[src/verilog/port_io_pkg.sv]
package port_io_pkg;
  // memory-mapped offsets
  localparam logic [6:0] OFS_PORT_MODE_A     = 7'h04;
  localparam logic [6:0] OFS_SERIAL_MODE     = 7'h05;
  localparam logic [6:0] OFS_CONV_MODE_ONE   = 7'h19;
  localparam logic [6:0] OFS_CONV_MODE_TWO   = 7'h1A;
  localparam logic [6:0] OFS_PORT_MODE_B     = 7'h24;
  localparam logic [6:0] OFS_DIR_PORT_ZERO   = 7'h30;
  localparam logic [6:0] OFS_DIR_PORT_THREE  = 7'h33;
  localparam logic [6:0] OFS_DIR_PORT_FOUR   = 7'h34;
  // field positions
  localparam int ALARM_SEL_BIT      = 3;
  localparam int STOP_CLEAR_SEL_BIT = 3;
  localparam int EVENT_SEL_BIT      = 2;
  localparam int IRQ1_SEL_BIT       = 1;
  localparam int IRQ0_SEL_BIT       = 0;
  localparam int SINGLE_INPUT_BIT   = 1;
  // discrete pin numbers with shared functions
  localparam int PIN_IRQ0  = 0;
  localparam int PIN_IRQ1  = 1;
  localparam int PIN_EVENT = 2;
  localparam int PIN_ALARM = 3;
  localparam int PIN_WAKE  = 4;
  // nibble port numbers
  localparam logic [2:0] NPORT_ZERO   = 3'h0;
  localparam logic [2:0] NPORT_ONE    = 3'h1;
  localparam logic [2:0] NPORT_TWO    = 3'h2;
  localparam logic [2:0] NPORT_THREE  = 3'h3;
  localparam logic [2:0] NPORT_FOUR   = 3'h4;
  localparam logic [2:0] NPORT_EIGHT  = 3'h5;
  localparam logic [2:0] NPORT_SINGLE = 3'h6;
  // reset values
  localparam logic [3:0] MODE_RESET     = 4'h0;
  localparam logic [3:0] DIR_RESET      = 4'h0;
  localparam logic [3:0] STD_LAT_RESET  = 4'hF;
  localparam logic [3:0] HV_LAT_RESET   = 4'h0;
  localparam logic [8:0] DISC_LAT_RESET = 9'h000;
endpackage
[src/verilog/discrete_and_nibble_port_io.sv]
`timescale 1ns/10ps
// Contract
// RULE1: nine discrete latches, set and clear instructions
// RULE2: discrete latches zero on reset and stop
// RULE3: port_mode_b four bit write-only, resets zero
// RULE4: port_mode_a bit3 selects alarm on pin3
// RULE5: port_mode_b bit3 selects stop clear on pin4
// RULE6: port_mode_b bit2 selects timer event pin2
// RULE7: port_mode_b bit1 routes pin1 to irq1
// RULE8: port_mode_b bit0 routes pin0 to irq0
// RULE9: six nibble ports plus single-bit input
// RULE10: nibble write stores latch, read returns pins
// RULE11: single-bit port carries level in bit1
// RULE12: direction bit one enables standard pin driver
// RULE13: direction registers write-only at 030,033,034
// RULE14: standard latches reset one, high-voltage zero
// RULE15: direction zero is high impedance, resets zero
// RULE16: high-voltage latch one drives high, zero open
// RULE17: peripheral pins bypass latch, inputs see pin
// RULE18: write-only registers kept internally for pins
module discrete_and_nibble_port_io #(
  parameter int DISC_PINS = 9
) (
  // clock and reset
  input  wire logic                 ref_clk,
  input  wire logic                 arst_n,
  input  wire logic                 stop_mode,
  // discrete bit instructions
  input  wire logic                 set_discrete_bit,
  input  wire logic                 clear_discrete_bit,
  input  wire logic [3:0]           discrete_index,
  // nibble instructions
  input  wire logic                 nibble_write,
  input  wire logic                 nibble_read,
  input  wire logic [2:0]           nibble_port,
  input  wire logic [3:0]           nibble_wdata,
  output logic      [3:0]           nibble_rdata,
  output logic                      nibble_rvalid,
  // memory-mapped register writes
  input  wire logic                 reg_write,
  input  wire logic [6:0]           reg_addr,
  input  wire logic [3:0]           reg_wdata,
  // discrete pins
  input  wire logic [DISC_PINS-1:0] discrete_pin_in,
  output logic      [DISC_PINS-1:0] discrete_pin_out,
  output logic      [DISC_PINS-1:0] discrete_pin_oe,
  // nibble pins, ports 0,1,2,3,4,8 packed low to high
  input  wire logic [23:0]          nibble_pin_in,
  output logic      [23:0]          nibble_pin_out,
  output logic      [23:0]          nibble_pin_oe,
  input  wire logic                 single_input_bit,
  // peripheral connections
  input  wire logic                 alarm_output,
  output logic                      stop_clear_input_n,
  output logic                      timer_event_input,
  output logic                      external_irq_zero_n,
  output logic                      external_irq_one_n,
  // mode copies for other peripherals
  output logic      [3:0]           port_mode_a,
  output logic      [3:0]           serial_mode,
  output logic      [3:0]           converter_mode_one,
  output logic      [3:0]           converter_mode_two
);

  typedef struct packed {
    logic [DISC_PINS-1:0] disc_lat;
    logic [3:0]           mode_a;
    logic [3:0]           mode_b;
    logic [3:0]           ser_mode;
    logic [3:0]           conv_one;
    logic [3:0]           conv_two;
    logic [3:0]           dir0;
    logic [3:0]           dir3;
    logic [3:0]           dir4;
    logic [23:0]          nib_lat;
    logic [3:0]           rdata;
    logic                 rvalid;
    logic [DISC_PINS-1:0] d_out;
    logic [DISC_PINS-1:0] d_oe;
    logic [23:0]          n_out;
    logic [23:0]          n_oe;
    logic                 wake_n;
    logic                 evt;
    logic                 irq0_n;
    logic                 irq1_n;
  } state_t;

  // standard pins are ports 0,3,4: nibbles 0,3,4 of the packed vector
  localparam logic [23:0] STD_MASK = 24'h0FF00F;
  localparam logic [23:0] NIB_LAT_RESET =
    (STD_MASK & {6{port_io_pkg::STD_LAT_RESET}}) |
    (~STD_MASK & {6{port_io_pkg::HV_LAT_RESET}});

  state_t st;
  state_t next_st;
  logic [23:0] dir_all;
  logic [3:0]  pin_nib;

  always_comb
  begin
    next_st = st;
    next_st.rvalid = 1'b0;
    dir_all = '0;
    pin_nib = 4'h0;
    if (stop_mode)
    begin
      // stop clears every latch, mode and direction register to its reset state
      next_st.disc_lat = port_io_pkg::DISC_LAT_RESET; // RULE2
      next_st.nib_lat  = NIB_LAT_RESET; // RULE14
      next_st.mode_a   = port_io_pkg::MODE_RESET;
      next_st.mode_b   = port_io_pkg::MODE_RESET; // RULE3
      next_st.ser_mode = port_io_pkg::MODE_RESET;
      next_st.conv_one = port_io_pkg::MODE_RESET;
      next_st.conv_two = port_io_pkg::MODE_RESET;
      next_st.dir0     = port_io_pkg::DIR_RESET; // RULE15
      next_st.dir3     = port_io_pkg::DIR_RESET;
      next_st.dir4     = port_io_pkg::DIR_RESET;
    end
    else
    begin
      if (int'(discrete_index) < DISC_PINS)
      begin
        // set wins when both arrive together
        if (clear_discrete_bit)
          next_st.disc_lat[discrete_index] = 1'b0; // RULE1
        if (set_discrete_bit)
          next_st.disc_lat[discrete_index] = 1'b1; // RULE1
      end
      if (nibble_write)
      begin
        case (nibble_port) // RULE9
          port_io_pkg::NPORT_ZERO:  next_st.nib_lat[3:0]   = nibble_wdata; // RULE10
          port_io_pkg::NPORT_ONE:   next_st.nib_lat[7:4]   = nibble_wdata;
          port_io_pkg::NPORT_TWO:   next_st.nib_lat[11:8]  = nibble_wdata;
          port_io_pkg::NPORT_THREE: next_st.nib_lat[15:12] = nibble_wdata;
          port_io_pkg::NPORT_FOUR:  next_st.nib_lat[19:16] = nibble_wdata;
          port_io_pkg::NPORT_EIGHT: next_st.nib_lat[23:20] = nibble_wdata;
          default: ;
        endcase
      end
      if (reg_write)
      begin
        // write-only: no read path, internal copies drive the pins
        case (reg_addr) // RULE18
          port_io_pkg::OFS_PORT_MODE_A:    next_st.mode_a   = reg_wdata;
          port_io_pkg::OFS_SERIAL_MODE:    next_st.ser_mode = reg_wdata;
          port_io_pkg::OFS_CONV_MODE_ONE:  next_st.conv_one = reg_wdata;
          port_io_pkg::OFS_CONV_MODE_TWO:  next_st.conv_two = reg_wdata;
          port_io_pkg::OFS_PORT_MODE_B:    next_st.mode_b   = reg_wdata; // RULE3
          port_io_pkg::OFS_DIR_PORT_ZERO:  next_st.dir0     = reg_wdata; // RULE13
          port_io_pkg::OFS_DIR_PORT_THREE: next_st.dir3     = reg_wdata; // RULE13
          port_io_pkg::OFS_DIR_PORT_FOUR:  next_st.dir4     = reg_wdata; // RULE13
          default: ;
        endcase
      end
    end
    if (nibble_read)
    begin
      case (nibble_port)
        port_io_pkg::NPORT_ZERO:   pin_nib = nibble_pin_in[3:0]; // RULE10
        port_io_pkg::NPORT_ONE:    pin_nib = nibble_pin_in[7:4];
        port_io_pkg::NPORT_TWO:    pin_nib = nibble_pin_in[11:8];
        port_io_pkg::NPORT_THREE:  pin_nib = nibble_pin_in[15:12];
        port_io_pkg::NPORT_FOUR:   pin_nib = nibble_pin_in[19:16];
        port_io_pkg::NPORT_EIGHT:  pin_nib = nibble_pin_in[23:20];
        // undefined bits read as zero
        port_io_pkg::NPORT_SINGLE:
          pin_nib[port_io_pkg::SINGLE_INPUT_BIT] = single_input_bit; // RULE11
        default: pin_nib = 4'h0;
      endcase
      next_st.rdata  = pin_nib;
      next_st.rvalid = 1'b1;
    end
    // pin drive from the next state so outputs follow with no extra lag
    next_st.d_out = next_st.disc_lat; // RULE16
    next_st.d_oe  = next_st.disc_lat; // RULE16
    // alarm replaces latch on pin3; latch stays off the pin
    if (next_st.mode_a[port_io_pkg::ALARM_SEL_BIT])
    begin
      next_st.d_out[port_io_pkg::PIN_ALARM] = alarm_output; // RULE4 RULE17
      next_st.d_oe[port_io_pkg::PIN_ALARM]  = alarm_output; // RULE4
    end
    // peripheral inputs release the latch driver
    if (next_st.mode_b[port_io_pkg::STOP_CLEAR_SEL_BIT])
    begin
      next_st.d_out[port_io_pkg::PIN_WAKE] = 1'b0; // RULE5 RULE17
      next_st.d_oe[port_io_pkg::PIN_WAKE]  = 1'b0;
    end
    if (next_st.mode_b[port_io_pkg::EVENT_SEL_BIT])
    begin
      next_st.d_out[port_io_pkg::PIN_EVENT] = 1'b0; // RULE6 RULE17
      next_st.d_oe[port_io_pkg::PIN_EVENT]  = 1'b0;
    end
    if (next_st.mode_b[port_io_pkg::IRQ1_SEL_BIT])
    begin
      next_st.d_out[port_io_pkg::PIN_IRQ1] = 1'b0; // RULE7 RULE17
      next_st.d_oe[port_io_pkg::PIN_IRQ1]  = 1'b0;
    end
    if (next_st.mode_b[port_io_pkg::IRQ0_SEL_BIT])
    begin
      next_st.d_out[port_io_pkg::PIN_IRQ0] = 1'b0; // RULE8 RULE17
      next_st.d_oe[port_io_pkg::PIN_IRQ0]  = 1'b0;
    end
    // unselected peripheral inputs idle inactive
    next_st.wake_n  = next_st.mode_b[port_io_pkg::STOP_CLEAR_SEL_BIT] ?
                      discrete_pin_in[port_io_pkg::PIN_WAKE] : 1'b1; // RULE5
    next_st.evt     = next_st.mode_b[port_io_pkg::EVENT_SEL_BIT] ?
                      discrete_pin_in[port_io_pkg::PIN_EVENT] : 1'b0; // RULE6
    next_st.irq1_n  = next_st.mode_b[port_io_pkg::IRQ1_SEL_BIT] ?
                      discrete_pin_in[port_io_pkg::PIN_IRQ1] : 1'b1; // RULE7
    next_st.irq0_n  = next_st.mode_b[port_io_pkg::IRQ0_SEL_BIT] ?
                      discrete_pin_in[port_io_pkg::PIN_IRQ0] : 1'b1; // RULE8
    // standard pins: direction enables; high-voltage: latch one drives high
    dir_all = {4'h0, next_st.dir4, next_st.dir3, 8'h00, next_st.dir0};
    next_st.n_out = next_st.nib_lat;
    next_st.n_oe  = (STD_MASK & dir_all) | (~STD_MASK & next_st.nib_lat); // RULE12 RULE16
  end

  always_ff @(posedge ref_clk or negedge arst_n)
  begin
    if (!arst_n)
    begin
      st          <= '0;
      st.nib_lat  <= NIB_LAT_RESET; // RULE14
      st.n_out    <= NIB_LAT_RESET;
      st.n_oe     <= ~STD_MASK & NIB_LAT_RESET;
      st.wake_n   <= 1'b1;
      st.irq0_n   <= 1'b1;
      st.irq1_n   <= 1'b1;
    end
    else
      st <= next_st;
  end

  assign nibble_rdata        = st.rdata;
  assign nibble_rvalid       = st.rvalid;
  assign discrete_pin_out    = st.d_out;
  assign discrete_pin_oe     = st.d_oe;
  assign nibble_pin_out      = st.n_out;
  assign nibble_pin_oe       = st.n_oe;
  assign stop_clear_input_n  = st.wake_n;
  assign timer_event_input   = st.evt;
  assign external_irq_zero_n = st.irq0_n;
  assign external_irq_one_n  = st.irq1_n;
  assign port_mode_a         = st.mode_a;
  assign serial_mode         = st.ser_mode;
  assign converter_mode_one  = st.conv_one;
  assign converter_mode_two  = st.conv_two;

  set_bit_a: assert property (@(posedge ref_clk) disable iff (!arst_n) // RULE1
    set_discrete_bit && !stop_mode && discrete_index == 4'h5
    |=> discrete_pin_out[5] && discrete_pin_oe[5])
    else $error("set did not drive pin high");
  clear_bit_a: assert property (@(posedge ref_clk) disable iff (!arst_n) // RULE1
    clear_discrete_bit && !set_discrete_bit && discrete_index == 4'h7
    |=> !discrete_pin_oe[7])
    else $error("clear left pin driven");
  stop_clear_a: assert property (@(posedge ref_clk) disable iff (!arst_n) // RULE2
    stop_mode |=> discrete_pin_oe == '0 && nibble_pin_oe == (~STD_MASK & NIB_LAT_RESET))
    else $error("stop did not release pins");
  alarm_route_a: assert property (@(posedge ref_clk) disable iff (!arst_n) // RULE4
    $past(st.mode_a[3]) == 1'b1 && st.mode_a[3] |-> discrete_pin_out[3] == $past(alarm_output))
    else $error("alarm not routed");
  irq_route_a: assert property (@(posedge ref_clk) disable iff (!arst_n) // RULE8
    reg_write && !stop_mode && reg_addr == port_io_pkg::OFS_PORT_MODE_B && reg_wdata[0]
    |=> external_irq_zero_n == $past(discrete_pin_in[0]) && !discrete_pin_oe[0])
    else $error("irq0 not routed");
  nib_write_a: assert property (@(posedge ref_clk) disable iff (!arst_n) // RULE10
    nibble_write && !stop_mode && nibble_port == 3'h1
    |=> nibble_pin_out[7:4] == $past(nibble_wdata))
    else $error("nibble latch not stored");
  single_read_a: assert property (@(posedge ref_clk) disable iff (!arst_n) // RULE11
    nibble_read && nibble_port == 3'h6
    |=> nibble_rvalid && nibble_rdata[1] == $past(single_input_bit))
    else $error("single bit read wrong");
  dir_enable_a: assert property (@(posedge ref_clk) disable iff (!arst_n) // RULE12
    reg_write && !stop_mode && reg_addr == port_io_pkg::OFS_DIR_PORT_THREE
    |=> nibble_pin_oe[15:12] == $past(reg_wdata))
    else $error("direction not applied");
  event_route_a: assert property (@(posedge ref_clk) disable iff (!arst_n) // RULE6
    !st.mode_b[2] |-> !timer_event_input)
    else $error("event input leaked");
  set_wins_a: assert property (@(posedge ref_clk) disable iff (!arst_n) // RULE1
    set_discrete_bit && clear_discrete_bit && !stop_mode && discrete_index == 4'h6
    |=> discrete_pin_out[6] && discrete_pin_oe[6])
    else $error("set lost to clear");
  index_range_a: assert property (@(posedge ref_clk) disable iff (!arst_n) // RULE1
    (set_discrete_bit || clear_discrete_bit) && !stop_mode && discrete_index > 4'h8
    |=> $stable(st.disc_lat))
    else $error("index above eight moved a latch");
  stop_hold_a: assert property (@(posedge ref_clk) disable iff (!arst_n) // RULE14
    stop_mode
    |=> port_mode_a == port_io_pkg::MODE_RESET && nibble_pin_out == NIB_LAT_RESET)
    else $error("stop left a latch or mode set");
  wake_route_a: assert property (@(posedge ref_clk) disable iff (!arst_n) // RULE5
    reg_write && !stop_mode && reg_addr == port_io_pkg::OFS_PORT_MODE_B && reg_wdata[3]
    |=> stop_clear_input_n == $past(discrete_pin_in[4]) && !discrete_pin_oe[4])
    else $error("stop clear not routed");
  irq1_route_a: assert property (@(posedge ref_clk) disable iff (!arst_n) // RULE7
    reg_write && !stop_mode && reg_addr == port_io_pkg::OFS_PORT_MODE_B && reg_wdata[1]
    |=> external_irq_one_n == $past(discrete_pin_in[1]) && !discrete_pin_oe[1])
    else $error("irq1 not routed");
  event_pass_a: assert property (@(posedge ref_clk) disable iff (!arst_n) // RULE6
    reg_write && !stop_mode && reg_addr == port_io_pkg::OFS_PORT_MODE_B && reg_wdata[2]
    |=> timer_event_input == $past(discrete_pin_in[2]) && !discrete_pin_oe[2])
    else $error("event input not routed");
  hv_drive_a: assert property (@(posedge ref_clk) disable iff (!arst_n) // RULE16
    nibble_write && !stop_mode && nibble_port == 3'h2
    |=> nibble_pin_oe[11:8] == $past(nibble_wdata)
        && nibble_pin_out[11:8] == $past(nibble_wdata))
    else $error("high-voltage drive wrong");
  dir_off_a: assert property (@(posedge ref_clk) disable iff (!arst_n) // RULE15
    reg_write && !stop_mode && reg_addr == port_io_pkg::OFS_DIR_PORT_ZERO && reg_wdata == 4'h0
    |=> nibble_pin_oe[3:0] == 4'h0)
    else $error("direction zero left pin driven");
  rvalid_pulse_a: assert property (@(posedge ref_clk) disable iff (!arst_n) // RULE10
    !nibble_read
    |=> !nibble_rvalid)
    else $error("read valid without read");
  nib_read_a: assert property (@(posedge ref_clk) disable iff (!arst_n) // RULE10
    nibble_read && nibble_port == 3'h3
    |=> nibble_rdata == $past(nibble_pin_in[15:12]))
    else $error("nibble read wrong");
  mode_copy_a: assert property (@(posedge ref_clk) disable iff (!arst_n) // RULE18
    reg_write && !stop_mode && reg_addr == port_io_pkg::OFS_SERIAL_MODE
    |=> serial_mode == $past(reg_wdata))
    else $error("serial mode copy wrong");
  conv_copy_a: assert property (@(posedge ref_clk) disable iff (!arst_n) // RULE18
    reg_write && !stop_mode && reg_addr == port_io_pkg::OFS_CONV_MODE_ONE
    |=> converter_mode_one == $past(reg_wdata))
    else $error("converter mode copy wrong");
  alarm_drive_a: assert property (@(posedge ref_clk) disable iff (!arst_n) // RULE17
    reg_write && !stop_mode && reg_addr == port_io_pkg::OFS_PORT_MODE_A && reg_wdata[3]
    |=> discrete_pin_oe[3] == $past(alarm_output)
        && discrete_pin_out[3] == $past(alarm_output))
    else $error("alarm did not replace latch");

  alarm_cov: cover property (@(posedge ref_clk) disable iff (!arst_n)
    st.mode_a[3] && discrete_pin_out[3]);
  read_cov: cover property (@(posedge ref_clk) disable iff (!arst_n)
    nibble_rvalid ##1 nibble_rvalid);
  stop_cov: cover property (@(posedge ref_clk) disable iff (!arst_n)
    set_discrete_bit ##1 stop_mode);
  irq_cov: cover property (@(posedge ref_clk) disable iff (!arst_n)
    st.mode_b[0] && !external_irq_zero_n);
  event_cov: cover property (@(posedge ref_clk) disable iff (!arst_n)
    st.mode_b[2] && timer_event_input);
endmodule

[config.mk]
export PLATFORM = sky130hd
export DESIGN_NAME = discrete_and_nibble_port_io
export DESIGN_NICKNAME = d
export VERILOG_FILES = /design/src/verilog/port_io_pkg.sv /design/src/verilog/discrete_and_nibble_port_io.sv
export SDC_FILE = /design/constraint.sdc
export NUM_CORES = 1
export LEC_CHECK = 0
export BUFFER_PORTS_ARGS = -buffer_cell sky130_fd_sc_hd__buf_2
export CORE_ASPECT_RATIO = 2
export CORE_MARGIN = 5
export CORE_UTILIZATION = 50
export DETAILED_ROUTE_END_ITERATION = 6
export PLACE_DENSITY = 0.81
export SLEW_MARGIN = 25
export SYNTH_ARGS = -nofsm -noshare
export SYNTH_HDL_FRONTEND = slang
export SYNTH_SLANG_ARGS = --single-unit
[constraint.sdc]
create_clock -name ref_clk -period 1.9 [get_ports ref_clk]
set_clock_uncertainty 0.2 [all_clocks]
set_input_delay 0.19 -clock ref_clk [delete_from_list [all_inputs] [get_ports ref_clk]]
set_output_delay 0.19 -clock ref_clk [all_outputs]
set_load 0.005 [all_outputs]
## Yosys cells after proc, flatten, opt, wreduce, memory -nomap -nowiden

Cells that the tools add are included.

| storage, ports and cells | value |
|---|---|
| flip-flop bits (word level) | 107 |
| bits of input ports | 65 |
| word-level logic and storage cells | 98 |

| cells by class | value |
|---|---|
| order comparisons | 3 |
| equality and inequality tests | 14 |
| mux-type cells | 37 |
| bitwise gates (word level) | 4 |
| reductions and logical operators | 18 |

Operators with widths:

| operator | number |
|---|---|
| $mux 65 | 1 |
| $mux 4 | 14 |
| $mux 9 | 5 |
| $mux 32 | 1 |
| $eq 7x6->1 const B | 4 |
| $mux 24 | 1 |
| $or 20x24->24 | 1 |
| $reduce_bool 2->1 | 9 |
| $eq 7x3->1 const B | 2 |
| $eq 7x5->1 const B | 2 |
| $reduce_and 2->1 | 7 |
| $pmux 2 s6 | 1 |
| $mux 1 | 11 |
| $and 9x9->9 | 1 |
| $eq 3x3->1 const B | 3 |
| $not 9->9 | 1 |
| $or 9x9->9 | 1 |
| $pmux 1 s7 | 1 |
| $eq 3x2->1 const B | 2 |
| $pmux 1 s6 | 1 |
| $lt 4x5->1 const B | 1 |
| $demux 1 s4 | 1 |
| $ge 4x1->1 const B | 1 |
| $lt 4x4->1 const B | 1 |
| other kinds (3) | 3 |

## Longest topological paths before layout

| depth | value |
|---|---|
| depth in word-level cells | 14 |
| depth in mapped cells | 6 |

## Worst setup path before layout

Ideal clock, no wire load.

| timing path | value |
|---|---|
| path kind | input -> register |
| start | input port reg_addr[6] |
| end | register st, in the netlist discrete_pin_oe[3] |
| arrival time | 1232 ps |
| slack | 343 ps |
| stages | 4 |
| cells stage by stage | and4bb_4 nand3_4 mux2_4 mux2_4 |

RTL lines:

| what | line | RTL |
|---|---|---|
| start, declared | discrete_and_nibble_port_io.sv:41 | `input wire logic [6:0] reg_addr,` |
| end signal, assigned | discrete_and_nibble_port_io.sv:232 | `st <= next_st;` |
| end, declared | discrete_and_nibble_port_io.sv:94 | `state_t st;` |

==> results.tsv <==
metric	value	unit
status	completed	
synth.yosys.seq_area_share	46.9	%
cts_root_buffer	clkbuf_16	
crit_family	buffers and inverters	
numClockSinks	79	
max_slew_margin	63.5	%
slowest_stage	dlygate4sd3_1	
track_usage	20.3	%
startpoint_type	input pin	
drtIter0Drc	190	
slew_violations	0	
path_cells	dlygate4sd3_1 > buf_6 > and4bb_4 > nand3_4 > mux2_4 > mux2_4	
cts_inserted_buffers	9	
setup_viol	0	
layout-drive-gt1-share	40.5	%
fillers	681	
setup.reg_to_reg.worst_slack	0.41	ns
arrival	1.91	ns
clock_latency	0.33	ns
io_buffers	150	
antenna_found_initial	0	
initial_core_util	51.3	%
pwr-share-clk	46.0	%
synthesis.area	4260	µm²
hold_violations	0	
p_seq_share	44.1	%
drc	0	
synth_seq_cells	79	
coreArea	8290	µm²
cts_tree	done	
ant_nets	0	
die_w	75.2	µm
gp_congestion	0.875	
rsz0062_at_grt	false	
syn_nets	474	
area_growth_syn_to_layout	16.6	%
switchingPower	0.900	mW
min_delay_path_depth	3	
route.vias.total	3118	
fin_crit	1.89	ns
drt-pass1-iter-count	4	
synth-xor-area-share	0	%
synth_edf_count	0	
p_comb_share	9.8	%
drt-total-wl	10400	µm
grt_pass1_wl	16200	µm
post_drt_wl_per_cell	17.6	µm
rows	47	
grt_use_met2	36.1	%
crit_top_cell	mux2_4	
worst_slew_pin_slew	0.546	ns
cpPeakStageDelay	0.55	ns
maxCapViolCount	0	
cp_max_fo	7	
vias_per_cell	5.27	
async_flop_share	100	%
die_y	140	µm
synth_fa_ha_area_share	0	%
tns	0	ns
use_met1	20.5	%
synth_cells	409	
cp.required	1.91	ns
p_leak	2.57	nW
cp-end-kind	register	
power.density	796	nW/µm²
grt.overflow.total	0	
clk_pin_slew	0.06	ns
synthFlopType	dfrtp_1	
synthSimpleGateAreaFrac	17.6	%
htreeDepth	3	
min_to	converter_mode_two[1]	
timing.critical_path.buf_inv	2	
min-delay-start	reg_wdata[1]	
synth_top_family_by_area	simple AND/OR/NAND/NOR gates	
reg2reg_to	discrete_pin_oe[8]	
grt_pass1_vias	3276	
yosysWarnings	0	
cts_setup_buffers	0	
grt_max_degree	40	
top_usage_layer	met2	
power.internal	3.05	mW
worstHoldPathType	input pin to register	
peakVddDrop	478	µV
finalNetCount	554	
r2r_cells	3	
antenna_cells	0	
hold_slack	0.00964	ns
met3_usage	5.02	%
io_pins	156	
die_area	10600	µm²
muxShareOfSynthArea	11.7	%
fin_crit_sh	99.5	%
synth_cell_type_count	38	
clk_path_buf_depth	2	
crit_type	input pin to register	
synth.avg_cell_area	10.4	µm²
max_freq	0.529	GHz
dpl.hpwl	7950	µm
r2r-start	discrete_pin_oe[8]	
swShare	22.8	%
synth_compound_area_share	6.85	%
==> synthesized netlist by cell type (2+ instances only) <==
cell type	count	area (µm²)
buf_4	87	653
dfrtp_1	64	1600
nor2_1	51	191
mux2i_1	39	390
nand2_1	17	63.8
a21oi_1	16	80.1
nor2b_1	16	100
clkbuf_1	15	56.3
dfstp_2	15	394
o21ai_0	15	75.1
a211o_1	12	105
nand2b_1	10	62.6
nand3_1	9	45.0
nand3b_1	7	52.6
nand4b_1	4	35.0
and3b_1	3	26.3
mux4_2	3	67.6
and2_1	2	12.5
and4b_1	2	20.0
mux2_4	2	30.0
nand4_1	2	12.5
o31ai_1	2	15.0
==> worst max path at each step <==
stage                       from                  to  cells after the start
3_5_place_dp   discrete_index[3]  discrete_pin_oe[2]                      5
3_3_place_gp   discrete_index[3]  discrete_pin_oe[3]                      5
5_1_grt                reg_write  discrete_pin_oe[3]                      6
6_report               reg_write  discrete_pin_oe[3]                      6
2_1_floorplan        reg_addr[6]  discrete_pin_oe[3]                      4
4_1_cts                reg_write  discrete_pin_oe[3]                      6
==> what timing repair did <==
action / 4_1_cts / 5_1_grt
endpoints found under the hold margin: 83 / 0
setup endpoints to repair: 0 / 12
gates resized for setup: 0 / 4
hold buffers: 16 / 0
==> metrics by stage <==
stage | power, mW | utilization [%] | cell area, µm² | setup WS, ns | std cells
2_1_floorplan | 1.98 | - | 4260 | 0.343 | 409
3_3_place_gp | 2.12 | 54.0 | 4470 | 0.193 | 560
3_5_place_dp | 2.13 | 54.0 | 4470 | 0.164 | 560
4_1_cts | 3.98 | 59.7 | 4950 | 0.0201 | 592
5_1_grt | 4.10 | 59.8 | 4960 | 0.00398 | 592
6_report | 3.95 | 59.8 | 4960 | 0.00913 | 592
==> cell usage in the layout, fill, tap and decap left out, types with 2 or more instances in the layout <==
cell and n:
nand2b_1 10, bufinv_16 2, dfstp_2 15, nand3_1 9, nand3b_1 7, nand2_1 17, o31ai_1 2, a211o_1 12
nand4_1 2, o21ai_0 15, buf_2 148, clkinv_2 2, and2_1 2, dlygate4sd3_1 16, nand4b_1 4, and4b_1 2
mux2i_1 38, mux2_4 2, and3b_1 3, mux4_2 3, nor2b_1 16, clkbuf_16 9, nor2_1 51, a21oi_1 16
dfrtp_1 64, buf_4 6
==> state kept, by name, indices dropped and copies added (netlist names), 4 cells and up <==
register / cells
nibble_pin_oe: 23
serial_mode: 4
converter_mode_one: 4
discrete_pin_oe: 9
nibble_rdata: 4
st: 9
port_mode_a: 4
converter_mode_two: 4
nibble_pin_out: 13
==> final cells by class <==
cell class,instances,area [µm²],area share [%]
Sequential cell,79,2000,40.2
Multi-Input combinational cell,226,1550,31.2
Timing Repair Buffer,172,977,19.7
Clock buffer,10,229,4.62
Tap cell,98,123,2.47
Clock inverter,6,86.3,1.74
Inverter,1,3.75,0.0757
==> logic make-up after synthesis <==
family,Yosys count
simple gates,134
buf+inv,104
flops,79
compound gates,47
mux,45
==> power groups by stage <==
| stage | Combinational, mW | Clock [mW] | Sequential (mW) |
|---|---|---|---|
| detailed placement | 0.364 | 0 | 1.77 |
| global route | 0.429 | 1.93 | 1.74 |
| CTS | 0.389 | 1.85 | 1.74 |
| finish | 0.388 | 1.82 | 1.74 |
| floorplan | 0.209 | 0 | 1.77 |
| global placement | 0.351 | 0 | 1.77 |
==> layer usage <==
layer | vias up | wire (µm)
met4 | 0 | 538
met2 | 150 | 5600
met3 | 31 | 833
met5 | - | 0
li1 | 1463 | -
met1 | 1474 | 3430
==> worst min-delay path, stage by stage <==
cell and delay [ns]:
buf_2 0.15, nand3_1 0.09, a21oi_1 0.07
Power figures use the tool's default switching activity.
